### config.mk
export PLATFORM = sky130hd
export DESIGN_NAME = dtc_timer_top
export DESIGN_NICKNAME = d
export VERILOG_FILES = /design/src/dtc_count_unit.v /design/src/dtc_timer_top.v
export VERILOG_INCLUDE_DIRS = /design/src /design/src/shared
export SDC_FILE = /design/constraint.sdc
export NUM_CORES = 1
export LEC_CHECK = 0
export BUFFER_PORTS_ARGS = -buffer_cell sky130_fd_sc_hd__buf_2
export CAP_MARGIN = 10
export CORE_ASPECT_RATIO = 1.1
export CORE_MARGIN = 4
export CORE_UTILIZATION = 50
export CTS_CLUSTER_DIAMETER = 30
export DETAILED_ROUTE_END_ITERATION = 8
export PLACE_DENSITY = 0.84
export REMOVE_ABC_BUFFERS = 1
export SLEW_MARGIN = 30
export SYNTH_ARGS = -nofsm -noshare
export SYNTH_HDL_FRONTEND = slang
export SYNTH_SLANG_ARGS = --single-unit
### constraint.sdc
create_clock -name sys_clk_in -period 3 [get_ports sys_clk_in]
set_input_delay 0.6 -clock sys_clk_in [delete_from_list [all_inputs] [get_ports sys_clk_in]]
set_output_delay 0.6 -clock sys_clk_in [all_outputs]
set_load 0.1 [all_outputs]
### src/shared/dtc_defines.vh
// constants for the dual timer/counter block
// Notes on behaviour
// mode 2 runs low byte 8-bit; overflow sets flag, reloads low from high.
// high byte writes in auto-reload mode take effect at the next reload.
// overflow flag set on every overflow, cleared on interrupt vector acknowledge.
// unit 0 mode 3 low byte is 8-bit counter with unit 0 controls.
// unit 0 mode 3 high byte counts divided clock, runs on unit 1 run bit.
// unit 1 in mode 3 halts and holds its count.
// unit 1 uses mode bits 7:4 and control bits 7, 6, 3, 2.
// gate clear means run bit enables; gate set also needs interrupt pin high.
// count roll from all ones to zeros sets flag and requests interrupt.
// mode 0 is 13-bit: 5-bit prescaler in low byte feeds high byte.
// mode 1 cascades low and high bytes into one 16-bit counter.
// timer interrupt needs its own enable and the global enable set.
// control bits 7..0: ovf1, run1, ovf0, run0, xflag1, xtype1, xflag0, xtype0.
// run bit 6 or 4 clear stops its unit, set starts it.
// external flag set on detection; edge mode flag cleared by acknowledge.
// external type bit clear is low level, set is falling edge.
// control register is all zeros after reset.
// mode bits 7..0: unit1_pin_gating, source1, mode1 pair, unit0_pin_gating, source0, mode0 pair.
// software should stop a unit before changing its mode.
// timer operation increments once per 6 clock periods.
// count pin sampled each peripheral cycle; high then low advances count.
// source select clear picks divided clock, set picks count pin falls.
// mode codes 00 13-bit, 01 16-bit, 10 auto-reload, 11 mode 3.
// one request per timer and external interrupt, each with an acknowledge.
`ifndef DTC_DEFINES_VH
`define DTC_DEFINES_VH

// ------------------------------------------------------------
// register indices, byte address is four times the index
// ------------------------------------------------------------
`define DTC_IDX_CTRL  8'h88
`define DTC_IDX_MODE  8'h89
`define DTC_IDX_U0LO  8'h8A
`define DTC_IDX_U1LO  8'h8B
`define DTC_IDX_U0HI  8'h8C
`define DTC_IDX_U1HI  8'h8D
`define DTC_IDX_IEN   8'hA8

// ------------------------------------------------------------
// control register fields
// ------------------------------------------------------------
`define DTC_C_OVF1  7
`define DTC_C_RUN1  6
`define DTC_C_OVF0  5
`define DTC_C_RUN0  4
`define DTC_C_XF1   3
`define DTC_C_XT1   2
`define DTC_C_XF0   1
`define DTC_C_XT0   0

// ------------------------------------------------------------
// mode register fields, unit 1 at +4
// ------------------------------------------------------------
`define DTC_M_GATE  3
`define DTC_M_SRC   2
`define DTC_M_HI    1
`define DTC_M_LO    0
`define DTC_M_U1    4

// ------------------------------------------------------------
// interrupt enable fields
// ------------------------------------------------------------
`define DTC_E_ALL   7
`define DTC_E_T1    3
`define DTC_E_X1    2
`define DTC_E_T0    1
`define DTC_E_X0    0

// ------------------------------------------------------------
// modes, reset values, timing
// ------------------------------------------------------------
`define DTC_MODE13  2'h0
`define DTC_MODE16  2'h1
`define DTC_MODEAR  2'h2
`define DTC_MODE3   2'h3
`define DTC_RST8    8'h00
`define DTC_PER_DIV 6
`define DTC_DIV_W   3

`endif

### src/dtc_count_unit.v
// next-count logic for one timer/counter unit
`timescale 1ns/10ps
`include "dtc_defines.vh"
module dtc_count_unit #(
  parameter HALT_IN_MODE3 = 0
) (
  input  wire [1:0] mode_in,
  input  wire [7:0] lo_in,
  input  wire [7:0] hi_in,
  input  wire       inc_lo_in,
  input  wire       inc_hi_in,
  output reg  [7:0] nxt_lo_out,
  output reg  [7:0] nxt_hi_out,
  output reg        ovf_lo_out,
  output reg        ovf_hi_out
);

  always @* begin
    nxt_lo_out = lo_in;
    nxt_hi_out = hi_in;
    ovf_lo_out = 1'b0;
    ovf_hi_out = 1'b0;
    case (mode_in)
      `DTC_MODE13: begin
        // upper three low-byte bits are left alone
        if (inc_lo_in) begin
          nxt_lo_out[4:0] = lo_in[4:0] + 5'h01;
          if (lo_in[4:0] == 5'h1F) begin
            nxt_hi_out = hi_in + 8'h01;
            ovf_lo_out = (hi_in == 8'hFF);
          end
        end
      end
      `DTC_MODE16: begin
        if (inc_lo_in) begin
          {nxt_hi_out, nxt_lo_out} = {hi_in, lo_in} + 16'h0001;
          ovf_lo_out = ({hi_in, lo_in} == 16'hFFFF);
        end
      end
      `DTC_MODEAR: begin
        if (inc_lo_in) begin
          if (lo_in == 8'hFF) begin
            nxt_lo_out = hi_in;
            ovf_lo_out = 1'b1;
          end else begin
            nxt_lo_out = lo_in + 8'h01;
          end
        end
      end
      default: begin
        if (HALT_IN_MODE3 == 0) begin
          if (inc_lo_in) begin
            nxt_lo_out = lo_in + 8'h01;
            ovf_lo_out = (lo_in == 8'hFF);
          end
          if (inc_hi_in) begin
            nxt_hi_out = hi_in + 8'h01;
            ovf_hi_out = (hi_in == 8'hFF);
          end
        end
      end
    endcase
  end

endmodule

### src/dtc_timer_top.v
// dual 16-bit timer/counter with external interrupt flags, Avalon-MM slave
//
// Our own choice: the Avalon-MM interface to the registers.
`timescale 1ns/10ps
`include "dtc_defines.vh"
module dtc_timer_top (
  input  wire        sys_clk_in,
  input  wire        rst_in,
  input  wire [9:0]  avs_address_in,
  input  wire        avs_read_in,
  input  wire        avs_write_in,
  input  wire [3:0]  avs_byteenable_in,
  input  wire [31:0] avs_writedata_in,
  output wire [31:0] avs_readdata_out,
  output wire        avs_waitrequest_out,
  input  wire        unit0_count_pin_in,
  input  wire        unit1_count_pin_in,
  input  wire        ext_irq0_pin_n_in,
  input  wire        ext_irq1_pin_n_in,
  input  wire        unit0_irq_ack_in,
  input  wire        unit1_irq_ack_in,
  input  wire        ext_irq0_ack_in,
  input  wire        ext_irq1_ack_in,
  output wire        unit0_irq_out,
  output wire        unit1_irq_out,
  output wire        ext_irq0_irq_out,
  output wire        ext_irq1_irq_out
);

  // ------------------------------------------------------------
  // storage
  // ------------------------------------------------------------
  reg  [7:0]  ctrl_ff;
  reg  [7:0]  mode_ff;
  reg  [7:0]  ien_ff;
  reg  [7:0]  u0_lo_ff;
  reg  [7:0]  u0_hi_ff;
  reg  [7:0]  u1_lo_ff;
  reg  [7:0]  u1_hi_ff;
  reg         acc_ff;
  reg  [31:0] rdata_ff;
  reg  [`DTC_DIV_W-1:0] div_ff;
  reg  [3:0]  pin_s1_ff;
  reg  [3:0]  pin_s2_ff;
  reg  [1:0]  samp_ff;
  reg  [1:0]  xpin_old_ff;

  // only byte lane 0 carries data,
  // upper lanes read as zero and are ignored on write

  // ------------------------------------------------------------
  // pin synchronisers: {irq1, irq0, count1, count0}
  // ------------------------------------------------------------
  wire [3:0] pin_raw;
  assign pin_raw = {ext_irq1_pin_n_in, ext_irq0_pin_n_in,
                    unit1_count_pin_in, unit0_count_pin_in};

  // sync flops reset high so the idle level of each pin
  // is not mistaken for a falling edge right after reset
  genvar gi;
  generate
    for (gi = 0; gi < 4; gi = gi + 1) begin : g_sync
      always @(posedge sys_clk_in or posedge rst_in) begin
        if (rst_in) begin
          pin_s1_ff[gi] <= 1'b1;
          pin_s2_ff[gi] <= 1'b1;
        end else begin
          pin_s1_ff[gi] <= pin_raw[gi];
          pin_s2_ff[gi] <= pin_s1_ff[gi];
        end
      end
    end
  endgenerate

  wire [1:0] cnt_pin;
  wire [1:0] xpin;
  assign cnt_pin = pin_s2_ff[1:0];
  assign xpin    = pin_s2_ff[3:2];

  // ------------------------------------------------------------
  // peripheral cycle tick, one clock in six
  // ------------------------------------------------------------
  // one shared divider keeps both units on the same tick;
  // a unit started mid-cycle may see its first tick up to five clocks early
  wire tick;
  assign tick = (div_ff == (`DTC_PER_DIV - 1));

  always @(posedge sys_clk_in or posedge rst_in) begin
    if (rst_in) begin
      div_ff <= {`DTC_DIV_W{1'b0}};
    end else if (tick) begin
      div_ff <= {`DTC_DIV_W{1'b0}};
    end else begin
      div_ff <= div_ff + 1'b1;
    end
  end

  // count pin is looked at once per peripheral cycle only
  always @(posedge sys_clk_in or posedge rst_in) begin
    if (rst_in) begin
      samp_ff <= 2'h3;
    end else if (tick) begin
      samp_ff <= cnt_pin;
    end
  end

  wire [1:0] pin_fall;
  assign pin_fall = samp_ff & ~cnt_pin & {2{tick}};

  // ------------------------------------------------------------
  // run and increment decisions
  // ------------------------------------------------------------
  wire [3:0] m0;
  wire [3:0] m1;
  assign m0 = mode_ff[3:0];
  assign m1 = mode_ff[7:4];
  wire [1:0] md0;
  wire [1:0] md1;
  assign md0 = {m0[`DTC_M_HI], m0[`DTC_M_LO]};
  assign md1 = {m1[`DTC_M_HI], m1[`DTC_M_LO]};
  wire u0_split;
  assign u0_split = (md0 == `DTC_MODE3);

  wire run0;
  wire run1_own;
  wire run1;
  assign run0 = ctrl_ff[`DTC_C_RUN0] & (~m0[`DTC_M_GATE] | xpin[0]);
  assign run1_own = ctrl_ff[`DTC_C_RUN1] & (~m1[`DTC_M_GATE] | xpin[1]);
  // with unit 0 split, unit 1 loses its run bit and runs until put in mode 3
  assign run1 = u0_split ? 1'b1 : run1_own;


  // gate pins share the interrupt synchronisers,
  // so gating lags the pin by the same two clocks as the flags
  wire src0;
  wire src1;
  assign src0 = m0[`DTC_M_SRC] ? pin_fall[0] : tick;
  assign src1 = m1[`DTC_M_SRC] ? pin_fall[1] : tick;

  wire inc0;
  wire inc1;
  wire inc0_hi;
  assign inc0 = run0 & src0;
  assign inc1 = run1 & src1;
  assign inc0_hi = ctrl_ff[`DTC_C_RUN1] & tick;

  wire [7:0] u0_nlo;
  wire [7:0] u0_nhi;
  wire [7:0] u1_nlo;
  wire [7:0] u1_nhi;
  wire       u0_ovf;
  wire       u0_ovf_hi;
  wire       u1_ovf;

  // ------------------------------------------------------------
  // per-unit next-count logic
  // ------------------------------------------------------------
  // unit 1 has no split mode, its mode 3 is a hold
  dtc_count_unit #(
    .HALT_IN_MODE3 (0)
  ) u_cnt0 (
    .mode_in    (md0),
    .lo_in      (u0_lo_ff),
    .hi_in      (u0_hi_ff),
    .inc_lo_in  (inc0),
    .inc_hi_in  (inc0_hi),
    .nxt_lo_out (u0_nlo),
    .nxt_hi_out (u0_nhi),
    .ovf_lo_out (u0_ovf),
    .ovf_hi_out (u0_ovf_hi)
  );

  dtc_count_unit #(
    .HALT_IN_MODE3 (1)
  ) u_cnt1 (
    .mode_in    (md1),
    .lo_in      (u1_lo_ff),
    .hi_in      (u1_hi_ff),
    .inc_lo_in  (inc1),
    .inc_hi_in  (1'b0),
    .nxt_lo_out (u1_nlo),
    .nxt_hi_out (u1_nhi),
    .ovf_lo_out (u1_ovf),
    .ovf_hi_out ()
  );

  // ------------------------------------------------------------
  // bus slave: one wait state on every access
  // ------------------------------------------------------------
  wire       req;
  wire       wr_go;
  wire [7:0] idx;
  wire [7:0] wbyte;
  assign req   = avs_read_in | avs_write_in;
  assign idx   = avs_address_in[9:2];
  assign wbyte = avs_writedata_in[7:0];
  assign wr_go = avs_write_in & acc_ff & avs_byteenable_in[0];
  assign avs_waitrequest_out = req & ~acc_ff;
  assign avs_readdata_out    = rdata_ff;

  wire wr_ctrl;
  wire wr_mode;
  wire wr_ien;
  wire wr_u0lo;
  wire wr_u0hi;
  wire wr_u1lo;
  wire wr_u1hi;
  assign wr_ctrl = wr_go & (idx == `DTC_IDX_CTRL);
  assign wr_mode = wr_go & (idx == `DTC_IDX_MODE);
  assign wr_ien  = wr_go & (idx == `DTC_IDX_IEN);
  assign wr_u0lo = wr_go & (idx == `DTC_IDX_U0LO);
  assign wr_u0hi = wr_go & (idx == `DTC_IDX_U0HI);
  assign wr_u1lo = wr_go & (idx == `DTC_IDX_U1LO);
  assign wr_u1hi = wr_go & (idx == `DTC_IDX_U1HI);

  // read data is captured in the wait cycle, so it stands
  // at the completing edge whatever the counters do after
  reg [7:0] rd_mux;
  always @* begin
    case (idx)
      `DTC_IDX_CTRL: rd_mux = ctrl_ff;
      `DTC_IDX_MODE: rd_mux = mode_ff;
      `DTC_IDX_IEN:  rd_mux = ien_ff;
      `DTC_IDX_U0LO: rd_mux = u0_lo_ff;
      `DTC_IDX_U0HI: rd_mux = u0_hi_ff;
      `DTC_IDX_U1LO: rd_mux = u1_lo_ff;
      `DTC_IDX_U1HI: rd_mux = u1_hi_ff;
      default:       rd_mux = 8'h00;
    endcase
  end

  always @(posedge sys_clk_in or posedge rst_in) begin
    if (rst_in) begin
      acc_ff   <= 1'b0;
      rdata_ff <= 32'h00000000;
    end else begin
      acc_ff <= req & ~acc_ff;
      if (avs_read_in & ~acc_ff) begin
        rdata_ff <= {24'h000000, rd_mux};
      end
    end
  end

  // ------------------------------------------------------------
  // count registers: a software write wins over counting
  // ------------------------------------------------------------
  always @(posedge sys_clk_in or posedge rst_in) begin
    if (rst_in) begin
      u0_lo_ff <= `DTC_RST8;
      u0_hi_ff <= `DTC_RST8;
      u1_lo_ff <= `DTC_RST8;
      u1_hi_ff <= `DTC_RST8;
    end else begin
      u0_lo_ff <= wr_u0lo ? wbyte : u0_nlo;
      u0_hi_ff <= wr_u0hi ? wbyte : u0_nhi;
      u1_lo_ff <= wr_u1lo ? wbyte : u1_nlo;
      u1_hi_ff <= wr_u1hi ? wbyte : u1_nhi;
    end
  end

  // ------------------------------------------------------------
  // flags: hardware set wins over any clear in the same cycle
  // ------------------------------------------------------------
  wire set_ovf0;
  wire set_ovf1;
  assign set_ovf0 = u0_ovf;
  // split unit 0 high byte owns unit 1's flag
  assign set_ovf1 = u0_split ? u0_ovf_hi : u1_ovf;


  // ------------------------------------------------------------
  // external interrupt flags
  // ------------------------------------------------------------
  wire [1:0] xtype;
  wire [1:0] xfall;
  wire [1:0] xset;
  wire [1:0] xack;
  assign xtype = {ctrl_ff[`DTC_C_XT1], ctrl_ff[`DTC_C_XT0]};
  assign xfall = xpin_old_ff & ~xpin;
  assign xset  = (xtype & xfall) | (~xtype & ~xpin);
  assign xack  = {ext_irq1_ack_in, ext_irq0_ack_in};

  always @(posedge sys_clk_in or posedge rst_in) begin
    if (rst_in) begin
      xpin_old_ff <= 2'h3;
    end else begin
      xpin_old_ff <= xpin;
    end
  end

  // limitation: a pin pulse shorter than one clock may be missed
  reg [7:0] nxt_ctrl;
  reg [1:0] nxt_xflag;
  reg [1:0] xflag_now;
  always @* begin
    nxt_ctrl  = wr_ctrl ? wbyte : ctrl_ff;
    xflag_now = {nxt_ctrl[`DTC_C_XF1], nxt_ctrl[`DTC_C_XF0]};
    if (unit0_irq_ack_in) begin
      nxt_ctrl[`DTC_C_OVF0] = 1'b0;
    end
    if (unit1_irq_ack_in) begin
      nxt_ctrl[`DTC_C_OVF1] = 1'b0;
    end
    if (set_ovf0) begin
      nxt_ctrl[`DTC_C_OVF0] = 1'b1;
    end
    if (set_ovf1) begin
      nxt_ctrl[`DTC_C_OVF1] = 1'b1;
    end
    // level mode: flag tracks the pin, acknowledge does not clear it
    nxt_xflag = (xflag_now & ~(xack & xtype)) | xset;
    nxt_xflag = nxt_xflag & (xtype | ~xpin);
    nxt_ctrl[`DTC_C_XF1] = nxt_xflag[1];
    nxt_ctrl[`DTC_C_XF0] = nxt_xflag[0];
  end

  always @(posedge sys_clk_in or posedge rst_in) begin
    if (rst_in) begin
      ctrl_ff <= `DTC_RST8;
      mode_ff <= `DTC_RST8;
      ien_ff  <= `DTC_RST8;
    end else begin
      ctrl_ff <= nxt_ctrl;
      if (wr_mode) begin
        mode_ff <= wbyte;
      end
      if (wr_ien) begin
        ien_ff <= wbyte;
      end
    end
  end

  // ------------------------------------------------------------
  // interrupt requests
  // ------------------------------------------------------------
  wire all_en;
  assign all_en = ien_ff[`DTC_E_ALL];
  assign unit0_irq_out = ctrl_ff[`DTC_C_OVF0] & ien_ff[`DTC_E_T0] & all_en;
  assign unit1_irq_out = ctrl_ff[`DTC_C_OVF1] & ien_ff[`DTC_E_T1] & all_en;
  assign ext_irq0_irq_out = ctrl_ff[`DTC_C_XF0] & ien_ff[`DTC_E_X0] & all_en;
  assign ext_irq1_irq_out = ctrl_ff[`DTC_C_XF1] & ien_ff[`DTC_E_X1] & all_en;
  // requests are levels; timer and edge-mode requests drop on an acknowledge or a control write clearing the flag, level-mode ones follow the pin


endmodule

==> impl_metrics.yaml <==
worst_setup_path:
  crit_required_ns: 3.26
  cp_cell_sequence: "ha_1, and3_1, ha_1, nand2_1, a2111oi_2, o31ai_4, a21oi_1, xor2_1, mux2_2"
  r2r_end: "u0_hi_ff[0]"
  cp_max_fo: 9
  cp-start-kind: "register"
  worst_path_max_delay_cell: "dfrtp_1"
  arrival_ns: 2.80
  reg2regPathDepth: 9
  critPathMostFrequentCell: "ha_1"
  path_class: "register to register"
  r2r-start: "u0_lo_ff[0]"
  worst_setup_path_end_kind: "register"
  rrSetupSlack_ns: 0.46
  max_stage_delay_ns: 0.51
clocking:
  cts_hold_repair.buffers: 0
  ctsResizeCount: 0
  clock_sinks: 80
  cts_tree: "yes"
  clk_pin_slew_ns: 0.08
  clk_latency_ns: 0.36
  cts_made_buffers: 9
  clock_path_buffers: 2
  htreeDepth: 3
  cts-root-buf: "clkbuf_8"
  cts_setup_buffers: 0
synthesis:
  synth_xor_area_share_pct: 3.43
  syn_avg_cell_area_sq_um: 9.45
  ys_seq_area_share_pct: 39.5
  synth_area_leaders: "dfrtp_1 33%, dfstp_2 6.2%, nand2_1 5.2%, o21ai_0 4.0%, mux2_2 4.0%"
  yosys-mux-area-fraction_pct: 9.52
  synth_common_cells: "71 x nand2_1, 68 x dfrtp_1, 41 x o21ai_0, 39 x nor2_1, 25 x buf_4"
  synth_ff_type: "dfrtp_1"
  yosysWarnings: 0
  yosys.area_share.simple_pct: 20.3
  yosysMostFrequentCell: "nand2_1"
  synth_cells: 541
  synth_top_family_by_area: "simple AND/OR/NAND/NOR gates"
  syn_area_sq_mm: 0.00511
  synth_seq_cells: 80
  synth_top_area_share_pct: 33.3
  synth-compound-area-share_pct: 16.8
  synth_cell_types: 70
  synth-adder-area-share_pct: 3.67
  synthArstFlopShare_pct: 100
  synth_edf_count: 0
  yosysTopAreaCell: "dfrtp_1"
sta:
  slew_violations: 0
  skew_ns: 0.00701
  relSlewSlack_pct: 61.8
  worst_pin_slew_ns: 0.569
  whs_ns: 0.246
  fmax_mhz: 394
  finalHoldViolations: 0
  setup_violations: 0
  rsz0062_at_grt: "no"
  fin_crit_sh_pct: 84.7
  tns_ns: 0
  period_needed_ns: 2.54
global_routing:
  first_global_vias: 4201
  gr-total-overflow: 0
  track_usage_pct: 23.8
  antenna_found_initial: 0
  grt_first_pass_wirelength_um: 22100
  grt_max_degree: 32
floorplanning:
  die_h_um: 114
  coreArea_sq_mm: 0.00994
  io_pins: 95
  start_util_pct: 51.4
  num_rows: 38
  die_w_um: 104
  dieArea_sq_mm: 0.0119
layout:
  drive_gt1_share_pct: 21.8
  antenna_cells: 0
  postLayoutCellArea_sq_mm: 0.00559
  fin_nets: 655
  syn2layout_area_growth_pct: 9.28
route:
  detail-route-antenna-nets: 0
  drt-initial-drc-count: 456
  wl_um: 13700
  post_drt_wl_per_cell_um: 19.3
  routed_via_density: 6.13
  num_vias: 4332
  first_pass_iters: 5
  post-route-drc-count: 0
pwr:
  combPwrFrac_pct: 25.8
  p_leak_nw: 2.37
  switching_share_pct: 35.5
  internal_power_mw: 2.00
  pwr_density_cell_mw_per_mm2: 555
  ir_drop_uv: 234
  clkPwrFrac_pct: 29.1
  p_sw_mw: 1.10
  p_total_mw: 3.10
  power_frac_seq_pct: 45.1
worst_hold_path:
  hp-class: "input port to async pin"
outcome:
  outcome: "finished clean"
placed_design:
  dpl_cell_area_sq_mm: 0.00536
  place_congestion: 0.954
  port_buffers: 41
  place_hpwl_um: 10200
run:
  cap_violations: 0
-- registers in the layout, summed over array words and instances, names as in the netlist --
name / count
avs_readdata_out: 8
ctrl_ff: 8
ien_ff: 8
mode_ff: 8
u0_hi_ff: 8
u0_lo_ff: 8
u1_hi_ff: 8
u1_lo_ff: 8
pin_s1_ff: 4
div_ff: 3
cnt_pin: 2
pin_s2_ff: 2
samp_ff: 2
xpin_old_ff: 2
acc_ff: 1
-- power groups by stage --
stage               sequential (mW)  clock [mW]  combinational [mW]
global route                   1.41       0.964               0.887
floorplan                      1.32           0               0.640
global placement               1.41           0               0.785
detailed placement             1.41           0               0.792
CTS                            1.39       0.916               0.794
finish                         1.40       0.902               0.801
-- worst max-delay path by stage --
stage | start | endpoint | slack [ns] | cells past startpoint
finish | u0_lo_ff[0] | u0_hi_ff[0] | 0.46 | 9
global route | u0_lo_ff[0] | u0_hi_ff[0] | 0.35 | 9
CTS | u0_lo_ff[0] | u0_hi_ff[0] | 0.51 | 9
detailed placement | u0_lo_ff[0] | u0_hi_ff[0] | 0.53 | 9
global placement | u0_lo_ff[0] | u0_hi_ff[6] | 0.59 | 9
floorplan | rst_in | acc_ff | 0.37 | 1
-- per-stage QoR --
step	util [%]	instances	setup WS, ns
after floorplan	-	520	0.368
after global placement	54.0	691	0.589
after detailed placement	54.0	691	0.535
after CTS	56.2	707	0.508
after global routing	56.2	707	0.352
final	56.2	707	0.459
-- kinds of logic (layout without fill, tap and decap cells) --
group,Yosys count,after routing
XOR/XNOR,20,20
AO/OA/AOI/OAI,124,124
adder cells (fa/ha/maj),15,15
multiplexers,41,41
other,1,24
AND/OR/NAND/NOR,196,196
buffers and inverters,64,87
flip-flops,80,80
-- final cells by class --
type / count / area [sq um]
clock buffers: 13 / 159
inverters: 20 / 76.3
flip-flops and latches: 80 / 2020
multi-input cells: 420 / 2840
clock inverters: 3 / 65.1
well taps: 120 / 150
repair buffers: 51 / 280
fillers: 872 / 4350
-- metal layers --
layer  track usage [%]  vias to the layer above  routed length (um)
li1                  -                     2004                   -
met1              30.6                     2056                5750
met2              38.2                      235                6230
met3              4.68                       37                1140
met4              12.8                        0                 532
met5                 0                        -                   0
-- critical path: cells and delay by family, from the launching register on --
kind | cells | cell delay [ns]
compound gates | 3 | 0.82
flops | 1 | 0.51
fa+ha+maj | 2 | 0.46
simple gates | 2 | 0.27
mux | 1 | 0.27
xor+xnor | 1 | 0.10
-- cells in the final DEF, fill, tap and decap left out, types with 4 or more instances in the layout --
| master | n |
|---|---|
| nand2_1 | 71 |
| dfrtp_1 | 68 |
| o21ai_0 | 41 |
| buf_2 | 41 |
| nor2_1 | 39 |
| conb_1 | 24 |
| inv_1 | 19 |
| mux2i_1 | 19 |
| mux2_2 | 18 |
| xnor2_1 | 15 |
| ha_1 | 15 |
| and3_1 | 14 |
| a21oi_1 | 13 |
| a221oi_1 | 12 |
| nand3_1 | 12 |
| dfstp_2 | 12 |
| nor3_1 | 11 |
| clkbuf_8 | 11 |
| buf_4 | 10 |
| o31ai_1 | 7 |
| a22oi_1 | 6 |
| nand4_1 | 6 |
| xor2_1 | 5 |
| nand2b_1 | 5 |
| o22ai_1 | 5 |
| a211oi_1 | 5 |
| o21ai_1 | 5 |
| a21o_1 | 4 |
| nor4_2 | 4 |
Power figures use the tool's default switching activity.
